[config.mk]
export PLATFORM = sky130hd
export DESIGN_NAME = status_error_queue_unit
export DESIGN_NICKNAME = d
export VERILOG_FILES = /design/src/verilog/seq_pkg.sv /design/src/verilog/status_error_queue_unit.sv
export VERILOG_INCLUDE_DIRS = /design/src /design/src/verilog
export SDC_FILE = /design/constraint.sdc
export NUM_CORES = 1
export LEC_CHECK = 0
export CAP_MARGIN = 15
export CORE_MARGIN = 10
export CORE_UTILIZATION = 39
export CTS_CLUSTER_DIAMETER = 60
export DETAILED_ROUTE_END_ITERATION = 12
export DONT_BUFFER_PORTS = 1
export PLACE_DENSITY = 0.57
export SYNTH_ARGS = -nofsm -noshare
export SYNTH_HDL_FRONTEND = slang
export SYNTH_SLANG_ARGS = --single-unit
[constraint.sdc]
create_clock -name ref_clk -period 5.3 [get_ports ref_clk]
set_input_delay 1.06 -clock ref_clk [delete_from_list [all_inputs] [get_ports ref_clk]]
set_output_delay 1.06 -clock ref_clk [all_outputs]
set_load 0.02 [all_outputs]
[src/verilog/seq_defines.svh]
// Constants for the status and error queue unit.
// Assumes inclusion by bare name from the design file.
`ifndef SEQ_DEFINES_SVH
`define SEQ_DEFINES_SVH
`define SEQ_CODE_W 16
`define SEQ_CODE_NONE 16'h0000
`define SEQ_CODE_OVERFLOW 16'hFEA2
`define SEQ_QUEUE_DEPTH 4
`define SEQ_DESC_MAX 255
`define SEQ_LINE_MAX 80
`define SEQ_TEMP_W 1
`define SEQ_QUES_TEMP_BIT 4
`define SEQ_QUES_W 16
`define SEQ_MAND_ENA_PRESET 16'h0000
`define SEQ_MAND_PTR_PRESET 16'hFFFF
`define SEQ_MAND_NTR_PRESET 16'h0000
`define SEQ_DEV_ENA_PRESET 1'h1
`define SEQ_DEV_PTR_PRESET 1'h1
`define SEQ_DEV_NTR_PRESET 1'h1
`define SEQ_RESET_WAIT_MS 2000
`endif

[src/verilog/seq_pkg.sv]
// Types for the status and error queue unit.
// Assumes the defines header is compiled alongside.
package seq_pkg;
	typedef enum logic [4:0] {
		SEQ_CMD_NONE   = 5'h01,
		SEQ_CMD_CLS    = 5'h02,
		SEQ_CMD_PRESET = 5'h04,
		SEQ_CMD_RST    = 5'h08,
		SEQ_CMD_READ   = 5'h10
	} seq_cmd_t;
endpackage

[src/verilog/status_error_queue_unit.sv]
// Status reporting: temperature sub-register, four-entry error queue, clears.
// Assumes a command decoder on ref_clk issues one-cycle strobes.
`timescale 1ns/10ps
`default_nettype none
`include "seq_defines.svh"

module status_error_queue_unit
	import seq_pkg::*;
#(
	parameter int QueueDepth = `SEQ_QUEUE_DEPTH,
	parameter int CodeWidth  = `SEQ_CODE_W,
	parameter int DescWidth  = 8
) (
	input  wire logic                   ref_clk,
	input  wire logic                   reset_n,
	input  wire logic                   overTempPin,
	input  wire logic                   errPush,
	input  wire logic [CodeWidth-1:0]   errCode,
	input  wire logic [DescWidth-1:0]   errDesc,
	input  wire logic                   errPop,
	input  wire seq_cmd_t               cmd,
	input  wire logic                   tempEnaWr,
	input  wire logic                   tempPtrWr,
	input  wire logic                   tempNtrWr,
	input  wire logic                   quesEnaWr,
	input  wire logic                   quesPtrWr,
	input  wire logic                   quesNtrWr,
	input  wire logic [`SEQ_QUES_W-1:0] wrData,
	input  wire logic                   tempEventRd,
	input  wire logic                   quesEventRd,
	output logic [CodeWidth-1:0]        headCode,
	output logic [DescWidth-1:0]        headDesc,
	output logic [2:0]                  errCount,
	output logic                        errQueueBit,
	output logic                        tempCond,
	output logic                        tempEvent,
	output logic                        tempEna,
	output logic                        tempPtr,
	output logic                        tempNtr,
	output logic [`SEQ_QUES_W-1:0]      quesCond,
	output logic [`SEQ_QUES_W-1:0]      quesEvent,
	output logic [`SEQ_QUES_W-1:0]      quesEna,
	output logic [`SEQ_QUES_W-1:0]      quesPtr,
	output logic [`SEQ_QUES_W-1:0]      quesNtr,
	output logic                        quesSummary,
	output logic                        cmdIdle
);

	// Pointer and count widths are sized for four entries only
	if (QueueDepth != `SEQ_QUEUE_DEPTH || CodeWidth != `SEQ_CODE_W || DescWidth < 1) begin : g_badParam
		$error("Unsupported parameter set");
	end

	// Transition filter shared by both levels of the structure
	function automatic logic [`SEQ_QUES_W-1:0] edgeHit(
		input logic [`SEQ_QUES_W-1:0] prev,
		input logic [`SEQ_QUES_W-1:0] now,
		input logic [`SEQ_QUES_W-1:0] ptr,
		input logic [`SEQ_QUES_W-1:0] ntr);
		edgeHit = (~prev & now & ptr) | (prev & ~now & ntr);
	endfunction

	// Pin synchroniser; first stage read only by the second
	logic otSync1_q;
	logic otSync2_q;
	always_ff @(posedge ref_clk) begin
		if (!reset_n) begin
			otSync1_q <= 1'b0;
			otSync2_q <= 1'b0;
		end else begin
			otSync1_q <= overTempPin;
			otSync2_q <= otSync1_q;
		end
	end

	// Queue storage, oldest at rdPtr
	logic [CodeWidth-1:0] codeMem [QueueDepth];
	logic [DescWidth-1:0] descMem [QueueDepth];
	logic [1:0]           rdPtr_q;
	logic [2:0]           cnt_q;
	logic                 full;
	logic                 empty;
	logic                 doPop;
	logic                 doClear;
	logic [1:0]           wrIdx;
	logic [1:0]           lastIdx;

	assign full    = (cnt_q == 3'(QueueDepth));
	assign empty   = (cnt_q == 3'h0);
	assign doClear = (cmd == SEQ_CMD_CLS);
	assign doPop   = errPop && !empty;
	// Slot after the tail; with a pop the freed head slot wraps in when full
	assign wrIdx   = rdPtr_q + cnt_q[1:0];
	assign lastIdx = rdPtr_q + 2'h3;

	always_ff @(posedge ref_clk) begin
		if (!reset_n) begin
			rdPtr_q <= 2'h0;
			cnt_q   <= 3'h0;
		end else if (doClear) begin
			rdPtr_q <= 2'h0;
			cnt_q   <= 3'h0;
		end else begin
			if (doPop)
				rdPtr_q <= rdPtr_q + 2'h1;
			if (errPush && (!full || doPop) && !doPop)
				cnt_q <= cnt_q + 3'h1;
			else if (doPop && !(errPush))
				cnt_q <= cnt_q - 3'h1;
		end
	end

	// Descriptions are an index into a fixed text table limited to 255 chars
	always_ff @(posedge ref_clk) begin
		if (!doClear && errPush) begin
			if (full && !doPop) begin
				codeMem[lastIdx] <= `SEQ_CODE_OVERFLOW;
				descMem[lastIdx] <= '1;
			end else begin
				codeMem[wrIdx] <= errCode;
				descMem[wrIdx] <= errDesc;
			end
		end
	end

	// Registered head and count views
	always_ff @(posedge ref_clk) begin
		if (!reset_n) begin
			headCode    <= `SEQ_CODE_NONE;
			headDesc    <= '0;
			errCount    <= 3'h0;
			errQueueBit <= 1'b0;
		end else begin
			errCount    <= cnt_q;
			errQueueBit <= !empty;
			if (empty) begin
				headCode <= `SEQ_CODE_NONE;
				headDesc <= '0;
			end else begin
				headCode <= codeMem[rdPtr_q];
				headDesc <= descMem[rdPtr_q];
			end
		end
	end

	// Temperature sub-register; device reset deliberately absent below
	logic                   tempHit;
	logic                   tempSum;
	logic [`SEQ_QUES_W-1:0] tempHitVec;
	assign tempHitVec = edgeHit(`SEQ_QUES_W'(tempCond), `SEQ_QUES_W'(otSync2_q),
		`SEQ_QUES_W'(tempPtr), `SEQ_QUES_W'(tempNtr));
	assign tempHit = tempHitVec[0];
	assign tempSum = tempEvent & tempEna;

	always_ff @(posedge ref_clk) begin
		if (!reset_n) begin
			tempCond  <= 1'b0;
			tempEvent <= 1'b0;
		end else begin
			tempCond <= otSync2_q;
			if (tempHit)
				tempEvent <= 1'b1;
			else if (doClear || tempEventRd)
				tempEvent <= 1'b0;
		end
	end

	always_ff @(posedge ref_clk) begin
		if (!reset_n) begin
			tempEna <= `SEQ_DEV_ENA_PRESET;
			tempPtr <= `SEQ_DEV_PTR_PRESET;
			tempNtr <= `SEQ_DEV_NTR_PRESET;
		end else if (cmd == SEQ_CMD_PRESET) begin
			tempEna <= `SEQ_DEV_ENA_PRESET;
			tempPtr <= `SEQ_DEV_PTR_PRESET;
			tempNtr <= `SEQ_DEV_NTR_PRESET;
		end else begin
			if (tempEnaWr)
				tempEna <= wrData[0];
			if (tempPtrWr)
				tempPtr <= wrData[0];
			if (tempNtrWr)
				tempNtr <= wrData[0];
		end
	end

	// Questionable register: temperature summary enters bit four
	logic [`SEQ_QUES_W-1:0] quesNow;
	logic [`SEQ_QUES_W-1:0] quesHit;
	always_comb begin
		quesNow = '0;
		quesNow[`SEQ_QUES_TEMP_BIT] = tempSum;
	end
	assign quesHit = edgeHit(quesCond, quesNow, quesPtr, quesNtr);

	always_ff @(posedge ref_clk) begin
		if (!reset_n) begin
			quesCond    <= '0;
			quesEvent   <= '0;
			quesSummary <= 1'b0;
		end else begin
			quesCond    <= quesNow;
			quesSummary <= |(quesEvent & quesEna);
			if (doClear || quesEventRd)
				quesEvent <= quesHit;
			else
				quesEvent <= quesEvent | quesHit;
		end
	end

	always_ff @(posedge ref_clk) begin
		if (!reset_n) begin
			quesEna <= `SEQ_MAND_ENA_PRESET;
			quesPtr <= `SEQ_MAND_PTR_PRESET;
			quesNtr <= `SEQ_MAND_NTR_PRESET;
		end else if (cmd == SEQ_CMD_PRESET) begin
			quesEna <= `SEQ_MAND_ENA_PRESET;
			quesPtr <= `SEQ_MAND_PTR_PRESET;
			quesNtr <= `SEQ_MAND_NTR_PRESET;
		end else begin
			if (quesEnaWr)
				quesEna <= wrData;
			if (quesPtrWr)
				quesPtr <= wrData;
			if (quesNtrWr)
				quesNtr <= wrData;
		end
	end

	// Device reset only idles the command path; status is kept
	always_ff @(posedge ref_clk) begin
		if (!reset_n)
			cmdIdle <= 1'b1;
		else if (cmd == SEQ_CMD_RST)
			cmdIdle <= 1'b1;
		else
			cmdIdle <= (cmd == SEQ_CMD_NONE);
	end

	// Help text is produced by firmware, not this block

endmodule // status_error_queue_unit
`default_nettype wire
Yosys cells after proc, flatten, opt, wreduce, memory -nomap -nowiden
Memory sizes are Yosys's and may differ from the RTL's. A register that Yosys moved wholly into a read port is not among the register bits.
Index checks and enable logic that the tools add are counted.
{"block": "totals", "register_bits": 98, "latch_bits": 0, "ram_bits": 96, "romBits": 0, "in_bits": 58, "output_inout_bits": 115, "wordCells": 90, "mem_count": 2}
{"block": "classes", "n_addsub": 5, "n_mul": 0, "div_mod_pow": 0, "order_cmp": 0, "n_eq_ne": 5, "shift": 0, "mux": 17, "bitwise": 18, "n_reduce_logical": 24}
{"memory": "codeMem", "words": 4, "word_bits": 16, "read_ports": 1, "rd_ports_with_merged_regs": 1, "write_ports": 1, "line": "status_error_queue_unit.sv:77", "source": "logic [CodeWidth-1:0] codeMem [QueueDepth];"}
{"memory": "descMem", "words": 4, "word_bits": 8, "read_ports": 1, "rd_ports_with_merged_regs": 1, "write_ports": 1, "line": "status_error_queue_unit.sv:78", "source": "logic [DescWidth-1:0] descMem [QueueDepth];"}
{"operator": "$and 16x16->16", "count": 4}
{"operator": "$mux 16", "count": 2}
{"operator": "$or 16x16->16", "count": 2}
{"operator": "$reduce_or 16->1", "count": 2}
{"operator": "$and 16x5->16", "count": 1}
{"operator": "$not 16->16", "count": 1}
{"operator": "$not 5->16", "count": 1}
{"operator": "$mux 1", "count": 10}
{"operator": "$mux 8", "count": 1}
{"operator": "$reduce_or 2->1", "count": 4}
{"operator": "$reduce_or 8->1", "count": 1}
{"operator": "$logic_and 1x1->1", "count": 6}
{"operator": "$mux 3", "count": 2}
{"operator": "$and 1x1->1", "count": 5}
{"operator": "$eq 5x1->1 const B", "count": 1}
{"operator": "$eq 5x2->1 const B", "count": 1}
{"operator": "$eq 5x3->1 const B", "count": 1}
{"operator": "$eq 5x4->1 const B", "count": 1}
{"operator": "$logic_not 1->1", "count": 5}
{"operator": "$mux 2", "count": 2}
{"operator": "$reduce_bool 2->1", "count": 2}
{"operator": "$add 3x1->3 const B", "count": 1}
{"operator": "$eq 3x3->1 const B", "count": 1}
{"operator": "$logic_not 3->1", "count": 1}
{"operator": "other kinds (7)", "count": 11}

Longest topological paths before layout
Gate-level depths: netlist (run 1).
{"block": "logic_depth", "ltp_word": 10, "mapped_depth": 9, "ltp_nobuf": 7}

Least setup slack after synthesis (run 1)
No wires, ideal clock.
{"block": "synth_path", "kind": "in2reg", "from": "input cmd[4]", "to": "memory codeMem[0][0] (netlist bit), enable pin", "setup_ns": 0.435, "t_arrival_ns": 4.143, "required_ns": 4.865, "setup_slack_ns": 0.722, "path_stages": 7, "path_buffers": 1, "path_cell_list": "nor4_1 -> a221oi_2 -> clkbuf_2 -> nand2_1 -> ha_1 -> a211o_1 -> nor3_1"}
{"block": "synth_between", "elab_chain_cells": 7, "elab_cells_between_ends": 10, "cone_classes": "eq/ne: 1; mux: 6; reduce/logical: 3"}
{"item": "start: declaration", "line": "status_error_queue_unit.sv:21", "source": "input wire seq_cmd_t cmd,"}
{"item": "$eq 5x2->1 *", "line": "status_error_queue_unit.sv:90", "source": "assign doClear = (cmd == SEQ_CMD_CLS);"}
{"item": "$logic_not 1->1 *", "line": "status_error_queue_unit.sv:115", "source": "if (!doClear && errPush) begin"}
{"item": "$logic_and 1x1->1 *", "line": "status_error_queue_unit.sv:115"}
{"item": "$mux 1", "line": "status_error_queue_unit.sv:115"}
{"item": "$mux 1 (not written as such)", "line": "status_error_queue_unit.sv:120", "source": "codeMem[wrIdx] <= errCode;"}
{"item": "$reduce_or 16->1 (no line)"}
{"item": "$mux 2 (no line) or $mux 1 (tied branches)"}
{"item": "end: declaration", "line": "status_error_queue_unit.sv:77"}
Mark *: on every way between the ends. The rest lies on a longest branch, timed or not.

Worst setup path in the final report (run 1)
{"block": "layout_path", "from": "register cnt_q[1]", "to": "memory codeMem[2][3] (netlist bit), enable pin"}
{"block": "layout_between", "elab_chain_cells": 10, "elab_cells_between_ends": 16, "cone_classes": "add/sub: 1; eq/ne: 1; mux: 8; reduce/logical: 6"}
{"item": "start: declaration", "line": "status_error_queue_unit.sv:80", "source": "logic [2:0] cnt_q;"}
{"item": "start signal: assignment", "line": "status_error_queue_unit.sv:107", "source": "cnt_q <= cnt_q + 3'h1;"}
{"item": "start signal: assignment", "line": "status_error_queue_unit.sv:109", "source": "cnt_q <= cnt_q - 3'h1;"}
{"item": "$logic_not 3->1", "line": "status_error_queue_unit.sv:89", "source": "assign empty = (cnt_q == 3'h0);"}
{"item": "$logic_not 1->1", "line": "status_error_queue_unit.sv:91", "source": "assign doPop = errPop && !empty;"}
{"item": "$logic_and 1x1->1", "line": "status_error_queue_unit.sv:91"}
{"item": "$logic_not 1->1", "line": "status_error_queue_unit.sv:116", "source": "if (full && !doPop) begin"}
{"item": "$logic_and 1x1->1", "line": "status_error_queue_unit.sv:116"}
{"item": "$mux 1", "line": "status_error_queue_unit.sv:116"}
{"item": "$mux 1", "line": "status_error_queue_unit.sv:115"}
{"item": "$mux 1 (not written as such)", "line": "status_error_queue_unit.sv:120"}
{"item": "$reduce_or 16->1 (no line)"}
{"item": "$mux 2 (no line) or $mux 1 (tied branches)"}
Parallel ways exist; a longest one is shown, timed or not.

==> metrics, run 1 <==
Slew Limit Fails=0; met1 usage=13.7%; largest net degree at the start of global routing=33; initial antenna violation count=1; crit share post-route=61.6%; Clock transition at path regs=0.07 ns; CP Cell Sequence=nor2_1, a221oi_4, buf_4, nand2_1, ha_1, xnor2_1, or3_1, a21oi_4, buf_4; normalized max-slew margin=33.9%; Yosys top cell area share=40.3%; DR pass1 iterations=4; Gates resized, CTS repair=0; Setup crit start kind=flip-flop; total gr overflow=0; Post-Synthesis Cell Area=7160 µm²; clk root buf=clkbuf_16; ys flop type=edfxtp_1; vias in the first global route=3960; Max VDD drop=247 µV; final-report hold violation count=0; # IOs=173; DRT Wirelength=15100 µm; Hold-fix buffers, CTS=0; Syn Area/Cell=14.4 µm²; Synth async-reset ratio=0%; WP data arrival=3.35 ns; Tot GR Track Use=12.6%; met2 Use GR=20.3%; Setup TNS=0 ns; total core area=18000 µm²; endpoints failing setup=0; RSZ-0062 raised after global routing=no; CTS tree=built; Hold WS=0.452 ns; Final HPWL DP=10400 µm; DRC Markers=0; drt wl/cell=20.5 µm; worst skew pair latency=0.42 ns; fmax=306 MHz; row count=49; die span in x=155 µm; met3 global-route usage=7.20%; most used cell, CP=buf_4; FF-to-FF setup slack=2.04 ns; most used routing layer=met2; WS Path Type=flip-flop to flip-flop; P&R area growth vs syn=10.6%; top post-synthesis cells by area=edfxtp_1 (40%), dfxtp_1 (26%), mux4_2 (7.6%), mux2i_1 (7.1%), buf_4 (3.4%); CTS Buffer Depth=2; Gate Count Post-Synth=497; most frequent cells in the layout=edfxtp_1 (96), dfxtp_1 (91), mux2i_1 (51); Final Core Density=43.9%; most common cell after layout, fill and taps aside=edfxtp_1; antenna viol nets, final=0; count of state elements after synthesis=188; Yosys top cell by area=edfxtp_1; Worst setup EP type=flip-flop; Worst Skew=0.00979 ns; Post-CTS Setup Bufs=0; Levels on crit path=9; fin nets=557; number of port buffers=0; Initial Utilization=39.7%; clk sinks=188; Max-cap violations=0; CP Max Fanout=25; layout cells sized above 1=14.9%; first-pass GRT wire length=23400 µm; leakage=2.86 nW; CTS Buf Count=17; Max stage delay on crit path=0.66 ns; Least-Margin Pin Slew=0.992 ns; die height=155 µm; CP delay by family, top=simple AND/OR/NAND/NOR gates; Final min period=3.26 ns; worst-case reg-to-reg path depth=9; total power=3.89 mW; crit path max-delay cell type=dfxtp_1; number of DRC markers in iteration 0=196; number of flops mapped to enable cells by yosys=96; Hold WC Path Type=flip-flop to flip-flop; post-synthesis sequential area ratio=66.0%; status=finished clean; H-tree depth=4; Distinct cells, synth=52; yosys warns=0; drt via density=4.96; worst hold stages=1; placer congestion estimate=0.816; PwrDens=491 nW/µm²; worst endpoint required time=5.38 ns; vias=3667; die footprint=24200 µm²; CP Buf/Inv Count=2
==> final cells by class <==
| cell class | instances | area, µm² |
|---|---|---|
| clock buffer | 17 | 425 |
| inverter | 7 | 26.3 |
| tap | 229 | 287 |
| fill | 1626 | 10100 |
| multi-input combinational | 274 | 2200 |
| clock inverter | 15 | 156 |
| sequential | 188 | 4730 |
| antenna | 1 | 2.50 |
| timing repair buffer | 9 | 87.6 |
==> metrics by stage <==
step	instance area (µm²)	instances	setup slack [ns]
finish	7910	740	2.04
global route	7910	739	1.85
CTS	7880	738	2.02
detailed placement	7300	706	1.60
global placement	7300	706	1.66
floorplan	7270	526	0.722
==> registers in the layout (all words and copies together), names as in the netlist, 2 cells and up <==
name / flops
descMem: 32
cnt_q: 3
quesNtr: 16
quesEna: 16
headDesc: 8
codeMem: 64
rdPtr_q: 2
quesPtr: 16
headCode: 16
errCount: 3
==> synth_stat cells, types with 2 or more instances <==
cell,n
mux2i_1,51
buf_6,2
nor2_1,38
nand2_1,25
and2_1,11
nor2b_1,25
dfxtp_1,92
inv_1,7
buf_2,12
xor2_1,3
clkbuf_1,9
o21a_1,2
a31oi_1,2
edfxtp_1,96
o21ai_0,3
mux4_2,24
nand3_1,3
nor3_1,3
a21oi_1,4
buf_4,32
xnor2_1,3
nand2b_1,19
or4_1,2
==> path summary, 6_finish.rpt <==
kind                   from            end
setup reg to reg   cnt_q[1]  codeMem[2][3]
hold reg to reg   otSync1_q      otSync2_q
hold / removal    otSync1_q      otSync2_q
setup / recovery   cnt_q[1]  codeMem[2][3]
==> logic make-up (layout without fill, tap and decap cells) <==
group / count (synthesis) / in the layout / share of synthesized area, %
buffers and inverters: 64 / 48 / 5.47
xor gates and xnor gates: 6 / 6 / 0.734
muxes: 75 / 75 / 14.7
other: 1 / 31 / 0.0524
DFF: 188 / 188 / 66.0
AOI/OAI and AO/OA: 27 / 27 / 2.95
adders and majority gates: 2 / 2 / 0.455
and+or+nand+nor: 134 / 134 / 9.63
==> power by group <==
part,switching (mW),internal (mW)
Sequential,0.256,1.82
Combinational,0.314,0.280
Clock,0.587,0.630
==> routing by layer <==
metal  wire [µm]  share of wire [%]  vias up
li1            -                  -     1722
met1        5790                 38     1791
met2        7370                 49      141
met3        1820                 12       13
met4         166                1.1        0
met5           0                  0        -
Note: power is estimated with default switching activity, not from simulation.
==> run 2, diff against run 1 <==
- PLACE_DENSITY: 0.57 -> 0.59
- clock period: 5.3 -> 2.8 ns (I/O delays scaled with it)
==> metrics, run 2 (same netlist as run 1, synthesis figures left out) <==
initial antenna violation count=1; Max-cap violations=0; placer congestion estimate=0.761; Max VDD drop=593 µV; Tot GR Track Use=12.5%; Gates resized, CTS repair=0; vias=3703; drt via density=4.98; crit share post-route=82.6%; die span in x=155 µm; Hold WS=0.208 ns; Final min period=2.31 ns; die height=155 µm; fmax=432 MHz; Setup crit start kind=flip-flop; Worst Hold Launch=reset_n; most frequent cells in the layout=edfxtp_1 (96), dfxtp_1 (91), mux2i_1 (51); DRC Markers=0; Hold WC Path Type=input port to flip-flop; status=finished clean; FF-to-FF setup slack=0.49 ns; P&R area growth vs syn=11.8%; CP Buf/Inv Count=1; crit path max-delay cell type=dfxtp_1; most common cell after layout, fill and taps aside=edfxtp_1; r2r endpoint=codeMem[2][1]; fill count=1617; CP Max Fanout=24; drt wl/cell=20.3 µm; CP delay by family, top=compound AO/OA/AOI/OAI gates; CTS tree=built; Setup TNS=0 ns; H-tree depth=4; worst skew pair latency=0.43 ns; first-pass GRT wire length=23300 µm; PwrDens=934 nW/µm²; largest net degree at the start of global routing=33; Hold-fix buffers, CTS=0; DRT Wirelength=15100 µm; row count=49; # IOs=173; final-report hold violation count=0; total gr overflow=0; number of DRC markers in iteration 0=181; CP Cell Sequence=nor2b_1, a221oi_4, nand2_1, ha_2, xnor2_2, o21ai_0, a21oi_4, buf_12; Levels on crit path=8; Final HPWL DP=10300 µm; Worst setup EP type=flip-flop; Worst Skew=0.0138 ns; final worst-path setup slack=0.487 ns; DR pass1 iterations=4; Largest regs=codeMem x64, descMem x32; normalized max-slew margin=49.4%; Worst Hold Endpoint=cmdIdle; die footprint=24200 µm²; CTS Buffer Depth=2; clk root buf=clkbuf_16; fin nets=560; antenna viol nets, final=0; layout cells sized above 1=15.8%; CTS Buf Count=17; Least-Margin Pin Slew=0.759 ns; Post-CTS Setup Bufs=0; WS Path Type=flip-flop to flip-flop; RSZ-0062 raised after global routing=no; Clock transition at path regs=0.07 ns; endpoints failing setup=0; max FFs per register=64; worst endpoint required time=2.92 ns; Initial Utilization=39.7%; Slew Limit Fails=0; vias in the first global route=3968; WP data arrival=2.43 ns; Largest Register=codeMem; total core area=18000 µm²; leakage=2.87 nW; worst hold stages=1; clk sinks=188; Setup WS pre-CTS=0.202 ns; worst-case reg-to-reg path depth=8; Max stage delay on crit path=0.31 ns; reg2reg start=cnt_q[2]; number of port buffers=0
run 2: stage by stage:
stage	util [%]	cells	total power [mW]	instance area, µm²
after floorplan	-	526	4.86	7350
after global placement	41.2	710	5.20	7430
after detailed placement	41.2	710	5.25	7430
after CTS	44.4	742	7.58	8000
after global routing	44.4	742	7.85	8000
final	44.4	743	7.47	8000
run 2: worst reg2reg max path: stages (launching register included):
cell	delay, ns
dfxtp_1	0.31
nor2b_1	0.15
a221oi_4	0.28
nand2_1	0.10
ha_2	0.19
xnor2_2	0.21
o21ai_0	0.30
a21oi_4	0.25
buf_12	0.20
run 2: worst max path at each step:
stage                     to  slack, ns      from
2_1_floorplan  codeMem[0][0]      -0.13    cmd[0]
4_1_cts        codeMem[2][1]       0.48  cnt_q[2]
3_5_place_dp   codeMem[2][3]       0.20    cmd[4]
6_report       codeMem[2][1]       0.49  cnt_q[2]
5_1_grt        codeMem[2][1]       0.38  cnt_q[2]
3_3_place_gp   codeMem[3][0]       0.26    cmd[4]
run 2: final cells by class:
type | count | area (µm²) | area share [%]
Antenna cell | 1 | 2.50 | 0.0313
Clock buffer | 19 | 433 | 5.41
Clock inverter | 13 | 135 | 1.69
Inverter | 7 | 26.3 | 0.328
Multi-Input combinational cell | 274 | 2250 | 28.1
Sequential cell | 188 | 4730 | 59.1
Tap cell | 229 | 287 | 3.58
Timing Repair Buffer | 12 | 140 | 1.75
run 2: power by group:
group          total (mW)  internal [mW]  switching, mW
sequential           3.79           3.44          0.353
combinational        1.35          0.601          0.751
clock                2.32           1.25           1.07
total                7.47           5.30           2.17
run 2: metal layers:
metal  vias to the layer above  routed length [µm]  track usage (%)
li1                       1718                   -                -
met1                      1806                5990             14.4
met2                       165                6880             18.7
met3                        14                2070             8.02
met4                         0                 170             3.74
met5                         -                   0                0
==> run 3, diff against run 2 <==
- PLACE_DENSITY: 0.59 -> 0.57
- clock period: 2.8 -> 2.2 ns (I/O delays scaled with it)
==> metrics, run 3 (same netlist as run 1, synthesis figures left out) <==
CP Max Fanout=6; layout cells sized above 1=20.4%; # IOs=173; total core area=18000 µm²; total gr overflow=0; leakage=3.01 nW; Worst setup EP type=flip-flop; clk root buf=clkbuf_16; number of DRC markers in iteration 0=162; Tot GR Track Use=12.8%; status=finished clean; Final min period=2.19 ns; placed cell area=7530 µm²; worst endpoint required time=2.35 ns; Largest regs=codeMem x64, descMem x32; Hold WC Path Type=input port to flip-flop; most frequent cells in the layout=edfxtp_1 (96), dfxtp_1 (87), mux2i_1 (51); die height=155 µm; Initial Utilization=39.7%; fmax=456 MHz; die footprint=24200 µm²; drt wl/cell=20.7 µm; CTS Buffer Depth=2; normalized max-slew margin=52.1%; crit share post-route=99.7%; Least-Margin Pin Slew=0.719 ns; vias in the first global route=3924; Setup crit start kind=flip-flop; WS Path Type=flip-flop to flip-flop; Max-cap violations=0; Worst Skew=0.00634 ns; DRT Wirelength=15700 µm; CTS tree=built; Final HPWL DP=10700 µm; n_diodes=0; design area=8300 µm²; Max VDD drop=582 µV; endpoints failing setup=0; drt via density=4.97; P&R area growth vs syn=16.0%; CTS Buf Count=17; PwrDens=1200 nW/µm²; WP data arrival=2.34 ns; worst skew pair latency=0.43 ns; first-pass GRT wire length=23900 µm; most common cell after layout, fill and taps aside=edfxtp_1; antenna viol nets, final=0; Clock transition at path regs=0.07 ns; fin nets=576; Largest Register=codeMem; clk sinks=188; placer congestion estimate=0.788; DRC Markers=0; Slew Limit Fails=0; H-tree depth=4; row count=49; die span in x=155 µm; final-report hold violation count=0; number of port buffers=0; largest net degree at the start of global routing=33; Final Core Density=46.1%; vias=3771; RSZ-0062 raised after global routing=yes; max FFs per register=64; DR pass1 iterations=4; initial antenna violation count=3
## run 3: through the flow
step                worst slack [ns]  setup TNS [ns]  instances  total power, mW  hold WS (ns)
floorplan                     -0.517          -46.56        526             6.25         0.412
global placement              -0.149          -11.08        717             6.74         0.417
detailed placement            -0.170          -13.10        717             6.79         0.423
CTS                          -0.0299          -0.474        754             9.89         0.101
global route                 -0.0665           -3.93        758             10.5         0.107
finish                       0.00640               0        758             9.98         0.113
## run 3: timing repair
item | in CTS | in global routing
cloned | 1 | 4
gates resized for setup | 6 | 9
endpoints found under the setup margin | 40 | 96
pin swaps | 0 | 8
hold buffers | 0 | 0
buffers inserted | 4 | 3
## run 3: metal layers
metal	GRT usage, %	share of wire [%]
met3	7.53	12
met1	15.0	41
met5	0	0.17
met2	19.1	46
met4	4.14	1.2
## run 3: report_power, final
part	internal (mW)	switching (mW)	total [mW]
Clock	1.54	1.49	3.03
Combinational	1.04	1.06	2.09
Sequential	4.38	0.466	4.85
## run 3: final timing paths
path,cells after the start,startpoint,to,slack (ns)
worst max-delay path,10,cnt_q[2],codeMem[0][11],0.006
worst max register to register,10,cnt_q[2],codeMem[0][11],0.006
worst min-delay path,1,reset_n,cmdIdle,0.11
worst min register to register,1,otSync1_q,otSync2_q,0.44
## run 3: worst max-delay path: stages, from the launching register on
cell       delay [ns]
dfxtp_2          0.32
nor2b_4          0.12
a221oi_4         0.30
nand2_4          0.08
ha_4             0.18
xnor2_4          0.12
buf_4            0.15
o21a_4           0.13
nor3_4           0.20
buf_12           0.15
clkbuf_16        0.15
## run 3: area by class of cell
| class | instances | area (µm²) |
|---|---|---|
| Multi-Input combinational cell | 274 | 2310 |
| Fill cell | 1609 | 9720 |
| Timing Repair Buffer | 28 | 355 |
| Tap cell | 229 | 287 |
| Sequential cell | 188 | 4730 |
| Clock buffer | 17 | 425 |
| Inverter | 7 | 26.3 |
| Clock inverter | 15 | 171 |
